--- src/logic/asl_pkg.sv ---
// shared constants, register map and helpers for the serial lvds output link
package asl_pkg;
    localparam int NUM_LANES = 8;
    localparam int WORD_W = 12;
    localparam int HALF_WORD = WORD_W / 2;
    localparam int ADDR_W = 8;
    localparam int DATA_W = 32;
    // timing, clk is 100 MHz
    localparam int CLK_PERIOD_NS = 10;
    localparam int BIT_CYC = 4;
    localparam int HALF_BIT = BIT_CYC / 2;
    localparam int SCLK_HALF_CYC = BIT_CYC * WORD_W / 2;
    localparam int SCLK_MIN_KHZ = 3000;
    localparam int STOP_NS = 1000000 / SCLK_MIN_KHZ;
    localparam int STOP_CYC = STOP_NS / CLK_PERIOD_NS;
    localparam int SHORT_STOP_NS = 300;
    localparam int SHORT_STOP_CYC = SHORT_STOP_NS / CLK_PERIOD_NS;
    localparam int RELOCK_US = 10;
    localparam int RELOCK_CYC = RELOCK_US * 1000 / CLK_PERIOD_NS;
    localparam int CLKSTOP_REC_US = 100;
    localparam int CLKSTOP_REC_CYC_DEF = CLKSTOP_REC_US * 1000 / CLK_PERIOD_NS;
    localparam int PD_REC_US = 500;
    localparam int PD_REC_CYC_DEF = PD_REC_US * 1000 / CLK_PERIOD_NS;
    localparam int RST_PULSE_CYC = 8;
    localparam int EDGE_TO_CYC = 4 * BIT_CYC;
    // device registers
    localparam logic [7:0] DEV_CTRL = 8'h00;
    localparam logic [7:0] DEV_PATTERN = 8'h04;
    localparam logic [7:0] DEV_CH_PDN = 8'h08;
    localparam logic [7:0] DEV_STATUS = 8'h0c;
    localparam int CTRL_MSB_FIRST = 0;
    localparam int CTRL_DESKEW = 1;
    localparam int CTRL_SYNC = 2;
    localparam int CTRL_CUSTOM = 3;
    localparam int CTRL_DRIVE_LSB = 4;
    localparam int CTRL_W = 6;
    localparam logic [CTRL_W-1:0] CTRL_RESET = 6'h00;
    localparam int STAT_PD_PIN = 0;
    localparam int STAT_CLK_STOP = 1;
    localparam int STAT_PD = 2;
    localparam logic [1:0] DRV_3P5MA = 2'h0;
    // patterns in transmit order, bit 0 goes out first
    localparam logic [WORD_W-1:0] PAT_DESKEW = 12'haaa;
    localparam logic [WORD_W-1:0] PAT_SYNC = 12'hfc0;
    // host registers
    localparam logic [7:0] HST_CTRL = 8'h00;
    localparam logic [7:0] HST_CMD = 8'h04;
    localparam logic [7:0] HST_STATUS = 8'h08;
    localparam logic [7:0] HST_DATA = 8'h20;
    localparam int HC_PD = 0;
    localparam int HC_SCLK_STOP = 1;
    localparam int HC_MSB_FIRST = 2;
    localparam int HS_READY = 0;
    localparam int HS_LOCK = 1;
    localparam int HS_HOLD = 2;

    typedef logic [NUM_LANES-1:0][WORD_W-1:0] asl_words_t;

    function automatic logic [WORD_W-1:0] asl_reverse(input logic [WORD_W-1:0] w);
        logic [WORD_W-1:0] r;
        r = '0;
        for (int i = 0; i < WORD_W; i++) begin
            r[i] = w[WORD_W-1-i];
        end
        return r;
    endfunction : asl_reverse
endpackage : asl_pkg

--- src/logic/asl_link_if.sv ---
// link between the serializing device end and the receiving end
`timescale 1ns/10ps
interface asl_link_if;
    import asl_pkg::*;
    logic bclk_p;
    logic bclk_n;
    logic bclk_oe;
    logic fclk_p;
    logic fclk_n;
    logic fclk_oe;
    logic [NUM_LANES-1:0] lane_p;
    logic [NUM_LANES-1:0] lane_n;
    logic [NUM_LANES-1:0] lane_oe;
    logic [1:0] drive;
    logic power_down_pin;
    logic reset_pin;
    logic sample_clock_input;
    // a released driver reads as low at the receiver
    logic bclk_rx;
    logic fclk_rx;
    logic [NUM_LANES-1:0] lane_rx;
    assign bclk_rx = bclk_oe & bclk_p;
    assign fclk_rx = fclk_oe & fclk_p;
    assign lane_rx = lane_oe & lane_p;

    modport dev (
        output bclk_p, bclk_n, bclk_oe, fclk_p, fclk_n, fclk_oe,
        output lane_p, lane_n, lane_oe, drive,
        input power_down_pin, reset_pin, sample_clock_input
    );
    modport host (
        input bclk_rx, fclk_rx, lane_rx,
        output power_down_pin, reset_pin, sample_clock_input
    );
endinterface : asl_link_if

--- src/logic/asl_dev.sv ---
// device end: eight-lane serializer with bit clock, frame clock and test patterns
//
// The implementer's own choices: the register addresses and the strobed register port.
`timescale 1ns/10ps
module asl_dev
    import asl_pkg::*;
(
    // clock and reset
    input wire logic clk,
    input wire logic rst_n,
    // link
    asl_link_if.dev link,
    // register port
    input wire logic [ADDR_W-1:0] reg_addr,
    input wire logic [DATA_W-1:0] reg_wdata,
    input wire logic reg_wr,
    input wire logic reg_rd,
    output logic [DATA_W-1:0] reg_rdata,
    // converter words, taken at each frame start
    input wire asl_words_t conv_data
);
    import asl_pkg::*;

    ////////////////////////////////////////////////////////////////////////
    // pin synchronisers
    logic [2:0] pin_meta_q;
    logic [2:0] pin_sync_q;
    logic sclk_prev_q;
    logic pd_pin;
    logic rst_pin;
    logic sclk_s;

    always_ff @(posedge clk or negedge rst_n) begin
        if (!rst_n) begin
            pin_meta_q <= 3'h0;
            pin_sync_q <= 3'h0;
            sclk_prev_q <= 1'b0;
        end else begin
            pin_meta_q <= {link.sample_clock_input, link.reset_pin, link.power_down_pin};
            pin_sync_q <= pin_meta_q;
            sclk_prev_q <= pin_sync_q[2];
        end
    end

    assign pd_pin = pin_sync_q[0];
    assign rst_pin = pin_sync_q[1];
    assign sclk_s = pin_sync_q[2];

    ////////////////////////////////////////////////////////////////////////
    // sample clock monitor
    logic [7:0] stop_cnt_q;
    logic clk_stop;
    logic power_down;

    always_ff @(posedge clk or negedge rst_n) begin
        if (!rst_n) begin
            stop_cnt_q <= 8'(STOP_CYC);
        // either edge restarts the count: a frame-rate sample clock has rising edges further apart than the limit
        end else if (sclk_s != sclk_prev_q) begin
            stop_cnt_q <= 8'h00;
        end else if (stop_cnt_q != 8'(STOP_CYC)) begin
            stop_cnt_q <= stop_cnt_q + 8'h01;
        end
    end

    // starts stopped so that nothing drives until the sample clock shows up
    assign clk_stop = (stop_cnt_q == 8'(STOP_CYC));
    assign power_down = pd_pin | clk_stop;

    ////////////////////////////////////////////////////////////////////////
    // configuration registers
    logic [CTRL_W-1:0] ctrl_q;
    logic [WORD_W-1:0] pattern_q;
    logic [NUM_LANES-1:0] ch_pdn_q;
    logic [DATA_W-1:0] rdata_q;

    always_ff @(posedge clk or negedge rst_n) begin
        if (!rst_n) begin
            ctrl_q <= CTRL_RESET;
            pattern_q <= '0;
            ch_pdn_q <= '0;
        end else if (rst_pin) begin
            ctrl_q <= CTRL_RESET;
            pattern_q <= '0;
            ch_pdn_q <= '0;
        end else if (reg_wr) begin
            if (reg_addr == DEV_CTRL) begin
                ctrl_q <= reg_wdata[CTRL_W-1:0];
            end
            if (reg_addr == DEV_PATTERN) begin
                pattern_q <= reg_wdata[WORD_W-1:0];
            end
            if (reg_addr == DEV_CH_PDN) begin
                ch_pdn_q <= reg_wdata[NUM_LANES-1:0];
            end
        end
    end

    always_ff @(posedge clk or negedge rst_n) begin
        if (!rst_n) begin
            rdata_q <= '0;
        end else if (reg_rd) begin
            case (reg_addr)
                DEV_CTRL: begin
                    rdata_q <= DATA_W'(ctrl_q);
                end
                DEV_PATTERN: begin
                    rdata_q <= DATA_W'(pattern_q);
                end
                DEV_CH_PDN: begin
                    rdata_q <= DATA_W'(ch_pdn_q);
                end
                DEV_STATUS: begin
                    rdata_q <= '0;
                    rdata_q[STAT_PD_PIN] <= pd_pin;
                    rdata_q[STAT_CLK_STOP] <= clk_stop;
                    rdata_q[STAT_PD] <= power_down;
                end
                default: begin
                    rdata_q <= '0;
                end
            endcase
        end else begin
            rdata_q <= '0;
        end
    end

    assign reg_rdata = rdata_q;

    ////////////////////////////////////////////////////////////////////////
    // bit and frame timing, reset only by rst_n so clocks run through rst_pin
    logic [1:0] phase_q;
    logic [3:0] bit_q;
    logic bit_end;
    logic [3:0] next_bit;

    assign bit_end = (phase_q == 2'(BIT_CYC - 1));
    assign next_bit = (bit_q == 4'(WORD_W - 1)) ? 4'h0 : bit_q + 4'h1;

    // divider stands in for the multiplying loop
    always_ff @(posedge clk or negedge rst_n) begin
        if (!rst_n) begin
            phase_q <= 2'h0;
            bit_q <= 4'h0;
        end else begin
            phase_q <= bit_end ? 2'h0 : phase_q + 2'h1;
            if (bit_end) begin
                bit_q <= next_bit;
            end
        end
    end

    logic bclk_q;
    logic fclk_q;
    logic clk_oe_q;

    always_ff @(posedge clk or negedge rst_n) begin
        if (!rst_n) begin
            bclk_q <= 1'b0;
            fclk_q <= 1'b0;
            clk_oe_q <= 1'b0;
        end else begin
            // one edge per bit, centred in the bit
            if (phase_q == 2'(HALF_BIT - 1)) begin
                bclk_q <= ~bclk_q;
            end
            // high over first half of the word
            if (bit_end) begin
                fclk_q <= (next_bit < 4'(HALF_WORD));
            end
            clk_oe_q <= ~power_down;
        end
    end

    ////////////////////////////////////////////////////////////////////////
    // word selection and serializer
    logic [CTRL_W-1:0] mode;
    logic [NUM_LANES-1:0] lane_p_q;
    logic [NUM_LANES-1:0] lane_n_q;
    logic [NUM_LANES-1:0] lane_oe_q;
    logic [1:0] drive_q;
    asl_words_t sh_q;
    asl_words_t word;

    assign mode = ctrl_q;

    always_comb begin
        for (int i = 0; i < NUM_LANES; i++) begin
            // zero code while reset pin held
            if (rst_pin || power_down || ch_pdn_q[i]) begin
                word[i] = '0;
            end else if (mode[CTRL_DESKEW]) begin
                word[i] = PAT_DESKEW;
            end else if (mode[CTRL_SYNC]) begin
                word[i] = PAT_SYNC;
            end else if (mode[CTRL_CUSTOM]) begin
                word[i] = pattern_q;
            end else if (mode[CTRL_MSB_FIRST]) begin
                word[i] = asl_reverse(conv_data[i]);
            end else begin
                word[i] = conv_data[i];
            end
        end
    end

    // every lane loads at the frame start
    always_ff @(posedge clk or negedge rst_n) begin
        if (!rst_n) begin
            sh_q <= '0;
            lane_p_q <= '0;
            lane_n_q <= '1;
        end else if (bit_end) begin
            for (int i = 0; i < NUM_LANES; i++) begin
                if (next_bit == 4'h0) begin
                    lane_p_q[i] <= word[i][0];
                    lane_n_q[i] <= ~word[i][0];
                    sh_q[i] <= word[i] >> 1;
                end else begin
                    lane_p_q[i] <= sh_q[i][0];
                    lane_n_q[i] <= ~sh_q[i][0];
                    sh_q[i] <= sh_q[i] >> 1;
                end
            end
        end
    end

    // a powered-down channel releases its lane
    always_ff @(posedge clk or negedge rst_n) begin
        if (!rst_n) begin
            lane_oe_q <= '0;
        end else begin
            lane_oe_q <= ~(ch_pdn_q | {NUM_LANES{power_down}});
        end
    end

    // drive setting, 3.5mA code after reset
    always_ff @(posedge clk or negedge rst_n) begin
        if (!rst_n) begin
            drive_q <= DRV_3P5MA;
        end else begin
            drive_q <= ctrl_q[CTRL_DRIVE_LSB +: 2];
        end
    end

    ////////////////////////////////////////////////////////////////////////
    // pin outputs
    assign link.bclk_p = bclk_q;
    assign link.bclk_n = ~bclk_q;
    assign link.bclk_oe = clk_oe_q;
    assign link.fclk_p = fclk_q;
    assign link.fclk_n = ~fclk_q;
    assign link.fclk_oe = clk_oe_q;
    assign link.lane_p = lane_p_q;
    assign link.lane_n = lane_n_q;
    assign link.lane_oe = lane_oe_q;
    assign link.drive = drive_q;
endmodule : asl_dev

--- src/flat_wrapper.sv ---
// flat-port wrapper written by rule: the top's interface ports become plain ports
module asl_dev_flat import asl_pkg::*;
  (clk, rst_n, reg_addr, reg_wdata, reg_wr, reg_rd, reg_rdata, conv_data, link_bclk_p, link_bclk_n, link_bclk_oe, link_fclk_p, link_fclk_n, link_fclk_oe, link_lane_p, link_lane_n, link_lane_oe, link_drive, link_power_down_pin, link_reset_pin, link_sample_clock_input);
  asl_link_if link_i ();
  input wire logic clk;
  input wire logic rst_n;
  input wire logic [ADDR_W-1:0] reg_addr;
  input wire logic [DATA_W-1:0] reg_wdata;
  input wire logic reg_wr;
  input wire logic reg_rd;
  output logic [DATA_W-1:0] reg_rdata;
  input wire asl_words_t conv_data;
  output wire logic [$bits(link_i.bclk_p)-1:0] link_bclk_p;
  output wire logic [$bits(link_i.bclk_n)-1:0] link_bclk_n;
  output wire logic [$bits(link_i.bclk_oe)-1:0] link_bclk_oe;
  output wire logic [$bits(link_i.fclk_p)-1:0] link_fclk_p;
  output wire logic [$bits(link_i.fclk_n)-1:0] link_fclk_n;
  output wire logic [$bits(link_i.fclk_oe)-1:0] link_fclk_oe;
  output wire logic [$bits(link_i.lane_p)-1:0] link_lane_p;
  output wire logic [$bits(link_i.lane_n)-1:0] link_lane_n;
  output wire logic [$bits(link_i.lane_oe)-1:0] link_lane_oe;
  output wire logic [$bits(link_i.drive)-1:0] link_drive;
  input wire logic [$bits(link_i.power_down_pin)-1:0] link_power_down_pin;
  input wire logic [$bits(link_i.reset_pin)-1:0] link_reset_pin;
  input wire logic [$bits(link_i.sample_clock_input)-1:0] link_sample_clock_input;
  assign link_bclk_p = link_i.bclk_p;
  assign link_bclk_n = link_i.bclk_n;
  assign link_bclk_oe = link_i.bclk_oe;
  assign link_fclk_p = link_i.fclk_p;
  assign link_fclk_n = link_i.fclk_n;
  assign link_fclk_oe = link_i.fclk_oe;
  assign link_lane_p = link_i.lane_p;
  assign link_lane_n = link_i.lane_n;
  assign link_lane_oe = link_i.lane_oe;
  assign link_drive = link_i.drive;
  assign link_i.power_down_pin = link_power_down_pin;
  assign link_i.reset_pin = link_reset_pin;
  assign link_i.sample_clock_input = link_sample_clock_input;
  asl_dev u_core (.clk(clk), .rst_n(rst_n), .link(link_i), .reg_addr(reg_addr), .reg_wdata(reg_wdata), .reg_wr(reg_wr), .reg_rd(reg_rd), .reg_rdata(reg_rdata), .conv_data(conv_data));
endmodule
--- config.mk ---
export PLATFORM = sky130hd
export DESIGN_NAME = asl_dev_flat
export DESIGN_NICKNAME = d
export VERILOG_FILES = /design/src/logic/asl_pkg.sv /design/src/logic/asl_link_if.sv /design/src/logic/asl_dev.sv /design/src/flat_wrapper.sv
export SDC_FILE = /design/constraint.sdc
export NUM_CORES = 1
export LEC_CHECK = 0
export ABC_AREA = 1
export BUFFER_PORTS_ARGS = -buffer_cell sky130_fd_sc_hd__buf_4
export CELL_PAD_IN_SITES_DETAIL_PLACEMENT = 0
export CELL_PAD_IN_SITES_GLOBAL_PLACEMENT = 2
export CORE_MARGIN = 2
export CORE_UTILIZATION = 35
export CTS_BUF_LIST = sky130_fd_sc_hd__clkbuf_8
export CTS_CLUSTER_DIAMETER = 80
export DETAILED_ROUTE_END_ITERATION = 16
export PLACE_DENSITY_LB_ADDON = 0.1
export SETUP_SLACK_MARGIN = 0.5
export SLEW_MARGIN = 15
export SYNTH_ARGS = -nofsm -noshare
export SYNTH_HDL_FRONTEND = slang
export SYNTH_SLANG_ARGS = --single-unit
--- constraint.sdc ---
create_clock -name clk -period 4.1 [get_ports clk]
set_clock_uncertainty 0.05 [all_clocks]
set_input_delay 0.205 -clock clk [delete_from_list [all_inputs] [get_ports clk]]
set_output_delay 0.205 -clock clk [all_outputs]
set_load 0.005 [all_outputs]
# After elaboration in Yosys (flattened, before gate mapping)

Cells that the tools add are included.
W data, S select, Z words.

Bitwise operators: 22
Magnitude comparators: 1
Mux-type cells: 79
Reductions and logical operators: 19
Add/sub/neg operators: 3
Equal/unequal tests: 9

Operators with widths:

| kind                  | count |
|---|---|
| $mux W12              | 44 |
| $mux W11              | 8 |
| $pmux W12 S4          | 1 |
| $mux W8               | 5 |
| $not A1 Y1            | 19 |
| $mux W6               | 3 |
| $eq A8 B4 Y1 const B  | 2 |
| $mux W1               | 16 |
| $reduce_bool A2 Y1    | 5 |
| $logic_or A1 B1 Y1    | 9 |
| $add A8 B1 Y8 const B | 1 |
| $eq A8 B3 Y1 const B  | 1 |
| $eq A8 B6 Y1 const B  | 1 |
| $logic_not A8 Y1      | 1 |
| $ne A8 B6 Y1 const B  | 1 |
| $not A8 Y8            | 1 |
| $or A8 B8 Y8          | 1 |
| $reduce_and A2 Y1     | 3 |
| $add A4 B1 Y4 const B | 1 |
| $eq A4 B4 Y1 const B  | 1 |
| $logic_not A4 Y1      | 1 |
| $lt A4 B3 Y1 const B  | 1 |
| $mux W4               | 1 |
| $add A2 B1 Y2 const B | 1 |
| 5 further kinds       | 5 |

Logic and storage cells: 158
Output and inout bits: 64
Bits of input ports: 143
Register bits: 184

# Depth between registers and ports, before layout

Depth in word-level cells: 7
Gate-level depth with buffers: 12
Depth with buffers taken out: 11

# Least setup slack after synthesis

Ideal clock, no wire load.

Path type: reg2reg
From: reg u_core.bit_q[0]
To: reg u_core.sh_q[0] (netlist bit)
Setup time: 120 ps
Arrival: 1501 ps
Required time: 3930 ps
Stages on the path, launching flop included: 12
Clock period less this slack: 1671 ps
Path slack: 2429 ps
Buffers on the path: 2
Cell sequence: dfrtp_1 -> ha_1 -> nand2_1 -> nand2_1 -> nand2_2 -> nand2_4 -> inv_4 -> nand2_8 -> buf_12 -> buf_12 -> a21oi_2 -> a21oi_2

Longest elaborated chain between the ends: 4
Elaborated cells between the ends (all ways): 5
Classes of those cells: 1 x add/sub; 1 x eq/ne; 2 x mux; 1 x reduce/logical

Ends and longest elaborated chain:

| item                                          | RTL line       | text |
|---|---|---|
| start: declaration                            | asl_dev.sv:133 | `logic [3:0] bit_q;` |
| start signal: assignment                      | asl_dev.sv:148 | `bit_q <= next_bit;` |
| $add A4 B1 Y4 or $eq A4 B4 Y1 (tied branches) | asl_dev.sv:138 | `assign next_bit = (bit_q == 4'(WORD_W - 1)) ? 4'h0 : bit_q + 4'h1;` |
| $mux W4 (*)                                   | asl_dev.sv:138 |  |
| $logic_not A4 Y1 (*)                          | asl_dev.sv:214 | `if (next_bit == 4'h0) begin` |
| $mux W11 (*)                                  | asl_dev.sv:214 |  |
| end signal: indexed assignment                | asl_dev.sv:217 | `sh_q[i] <= word[i] >> 1;` |
| end signal: indexed assignment                | asl_dev.sv:221 | `sh_q[i] <= sh_q[i] >> 1;` |
| end: declaration                              | asl_dev.sv:182 | `asl_words_t sh_q;` |

Every way passes the cells marked *; elsewhere a longest branch is shown, timed or not.
A chain may end at the register's enable or synchronous reset.

# Final worst setup path

From: reg u_core.bit_q[0]
To: reg u_core.sh_q[1] (netlist bit)

The elaborated chain is that of the path after synthesis.

==> impl_metrics.py <==
metrics = {
    "clocking": {
        "clk_latency_ns": 0.48,
        "clock_tree.root_cell": "clkbuf_8",
        "clk_pin_slew_ns": 0.11,
        "cts_made_buffers": 17,
        "cts_tree": "done",
        "post_cts_resized": 0,
        "cts_setup_buffers": 0,
        "cts.sinks": 176,
        "cts_buffer_depth": 2,
        "htreeDepth": 4,
    },
    "synthesis": {
        "synth_common_cells": "nand2_1 (314), nor2_1 (178), dfrtp_1 (166)",
        "synthFlopType": "dfrtp_1",
        "synthTopCellsByArea": "dfrtp_1 (39%), nand2_1 (11%), a21oi_2 (8.7%), a21oi_1 (6.9%), nor2_1 (6.3%)",
        "synth.distinct_cells": 38,
        "yosysMostFrequentCell": "nand2_1",
        "synth_top_area_frac": 0.393,
        "synth.ff_latch_count": 176,
        "ys.warnings.count": 0,
        "syn_avg_cell_area_um2": 7.54,
        "yosys.area.top_type": "dfrtp_1",
        "syn-instance-count": 1402,
        "syn_area_um2": 10600,
        "ys_seq_area_frac": 0.418,
        "synth_edf_count": 0,
        "synth-async-reset-ratio": 1.00,
    },
    "finish": {
        "drive_gt1_frac": 0.234,
        "post-route-cell-area_um2": 12300,
        "area_delta_synth_final_pct": 16.6,
        "antenna_cells": 0,
        "fin_util": 0.415,
        "nets": 1672,
    },
    "run": {
        "maxCapViolCount": 0,
    },
    "floorplanning": {
        "fp.dieH_um": 178,
        "row_count": 63,
        "core_um2": 29700,
        "top_level_ports": 207,
        "start_util": 0.356,
        "die_area_um2": 31600,
        "fp.dieW_um": 178,
    },
    "routing": {
        "wirelength_mm": 37.0,
        "wl_per_cell_um": 19.2,
        "via_per_inst": 5.08,
        "drtPass1Iterations": 5,
        "ant_nets": 0,
        "first_iter_violations": 767,
        "num_vias": 9789,
        "route.detailed.drc": 0,
    },
    "grt": {
        "top_usage_layer": "met2",
        "grt_max_degree": 105,
        "grt.met3_usage": 0.0278,
        "globalRouteTotalUtil": 0.239,
        "grt_use_met1": 0.349,
        "grtUsageMet2": 0.371,
        "grt_pass1_vias": 9372,
        "grt_pass1_wl_mm": 56.9,
        "grt_antenna_before_repair": 0,
        "overflow": 0,
    },
    "timing": {
        "setup_viol": 0,
        "final_max_slew_viol_count": 0,
        "fmax_ghz": 0.386,
        "worst_pin_slew_ns": 1.15,
        "fin_ws_ns": 1.51,
        "maxSlewHeadroom": 0.235,
        "period_needed_ns": 2.59,
        "tns_ns": 0,
        "hold_viol_final": 0,
        "post-route-period-util": 0.632,
        "rsz0062_at_grt": "no",
    },
    "setup_path": {
        "cp_top_family": "simple AND/OR/NAND/NOR gates",
        "startpoint_type": "flop",
        "cpMaxStageDelayCell": "nor2_2",
        "path_cells": "ha_1, nand2_1, nand2_1, nand2_2, nand2_4, inv_4, nand2_8, nor2_2, nand2_1, a21oi_2",
        "worstPathMaxFanout": 63,
        "critPathRequiredTime_ns": 4.44,
        "critPathArrivalTime_ns": 2.93,
        "cp_num_buf_inv": 1,
        "path_common_cell": "nand2_1",
        "worst_path_largest_cell_delay_ns": 0.72,
        "endpoint_kind": "flop",
        "critPathKind": "flop to flop",
    },
    "placement": {
        "gp_routability_congestion": 0.809,
        "dp.final_hpwl_mm": 24.5,
        "post_dp_cell_area_um2": 11800,
        "preCtsSetupSlack_ns": 1.63,
        "port_buffers": 166,
    },
    "power_and_ir_drop": {
        "cellLeakagePower_nw": 5.81,
        "vdd_drop_max_v": 0.000228,
        "finalPower_mw": 3.91,
        "powerDensity_nw_per_um2": 317,
    },
    "worst_hold_path": {
        "min_path_type": "input pin to flop",
    },
    "status": {
        "status": "completed",
    },
}
## metal layers
metal | vias up | wire, µm
met2 | 237 | 16900
met5 | - | 0
met4 | 0 | 717
met3 | 33 | 1480
li1 | 4797 | -
met1 | 4722 | 17900
## worst min-delay path, stage by stage
cell and delay (ns):
buf_4 0.11, nand2_1 0.13, o21ai_1 0.09
## logic make-up after synthesis
logic type | share of synthesized area
AOI/OAI and AO/OA | 0.234
xor gates and xnor gates | 0.00166
adders and majority gates | 0.00710
buffers and inverters | 0.104
DFF | 0.418
other | 0.000355
and+or+nand+nor | 0.236
## registers in the layout (all words and copies together), names as in the netlist
register and count:
u_core.link.drive 2, u_core.phase_q 2, u_core.link.bclk_p 1, u_core.sclk_prev_q 1, u_core.pin_sync_q 3, u_core.stop_cnt_q 8, u_core.reg_rdata 12, u_core.ctrl_q 6
u_core.ch_pdn_q 8, u_core.link.lane_p 8, u_core.sh_q 88, u_core.link.bclk_oe 1, u_core.link.lane_oe 8, u_core.pattern_q 12, u_core.link.fclk_p 1, u_core.pin_meta_q 3
u_core.link.lane_n 8, u_core.bit_q 4
## layout make-up
cell class / instances / area (µm²)
Clock inverter: 15 / 149
Timing Repair Buffer: 199 / 1540
Clock buffer: 17 / 234
Fill cell: 3164 / 17400
Inverter: 96 / 365
Sequential cell: 176 / 4420
Multi-Input combinational cell: 1033 / 5130
Tap cell: 390 / 488
## report_power, final
part | internal, mW | switching (mW) | total, mW | leakage, nW
registers | 1.83 | 0.0739 | 1.90 | 2.32
logic | 0.265 | 0.471 | 0.736 | 3.30
clock network | 0.503 | 0.767 | 1.27 | 0.195
## cells in the final DEF (no fill, tap or decap), drive strengths merged
cell         count
clkinv           5
o21ai          121
nand2          320
buf            188
ha               6
nor2           187
inv            103
dfstp           10
dfrtp          166
nor3             4
nor2b            1
xor2             1
dlygate4sd3     11
bufinv           1
nand3           84
and3             1
o21a             1
o211ai          26
o22ai            3
nand4            7
a21oi          250
xnor2            1
clkinvlp         2
clkbuf          17
conb            20
## through the flow
step | std cells | hold slack [ns]
finish | 1926 | 0.0414
global route | 1926 | 0.0483
CTS | 1926 | 0.0222
detailed placement | 1883 | 0.223
global placement | 1883 | 0.229
floorplan | 1421 | -0.141
## repair_timing
item / 4_1_cts / 5_1_grt
hold endpoints to repair: 77 / 0
setup endpoints to repair: 0 / 0
hold buffers: 11 / 0
## final timing paths
path | startpoint | to | slack [ns] | cells past startpoint
max | u_core.bit_q[0] | u_core.sh_q[1] | 1.51 | 10
min | reg_wdata[2] | u_core.ctrl_q[2] | 0.04 | 3
max reg2reg | u_core.bit_q[0] | u_core.sh_q[1] | 1.51 | 10
min reg2reg | u_core.pin_meta_q[0] | u_core.pin_sync_q[0] | 0.31 | 0
max in group asynchronous | rst_n | u_core.link.lane_n[4] | 2.70 | 3
min in group asynchronous | rst_n | u_core.sh_q[18] | 0.23 | 2
No activity file was read; power rests on OpenSTA's default activity.
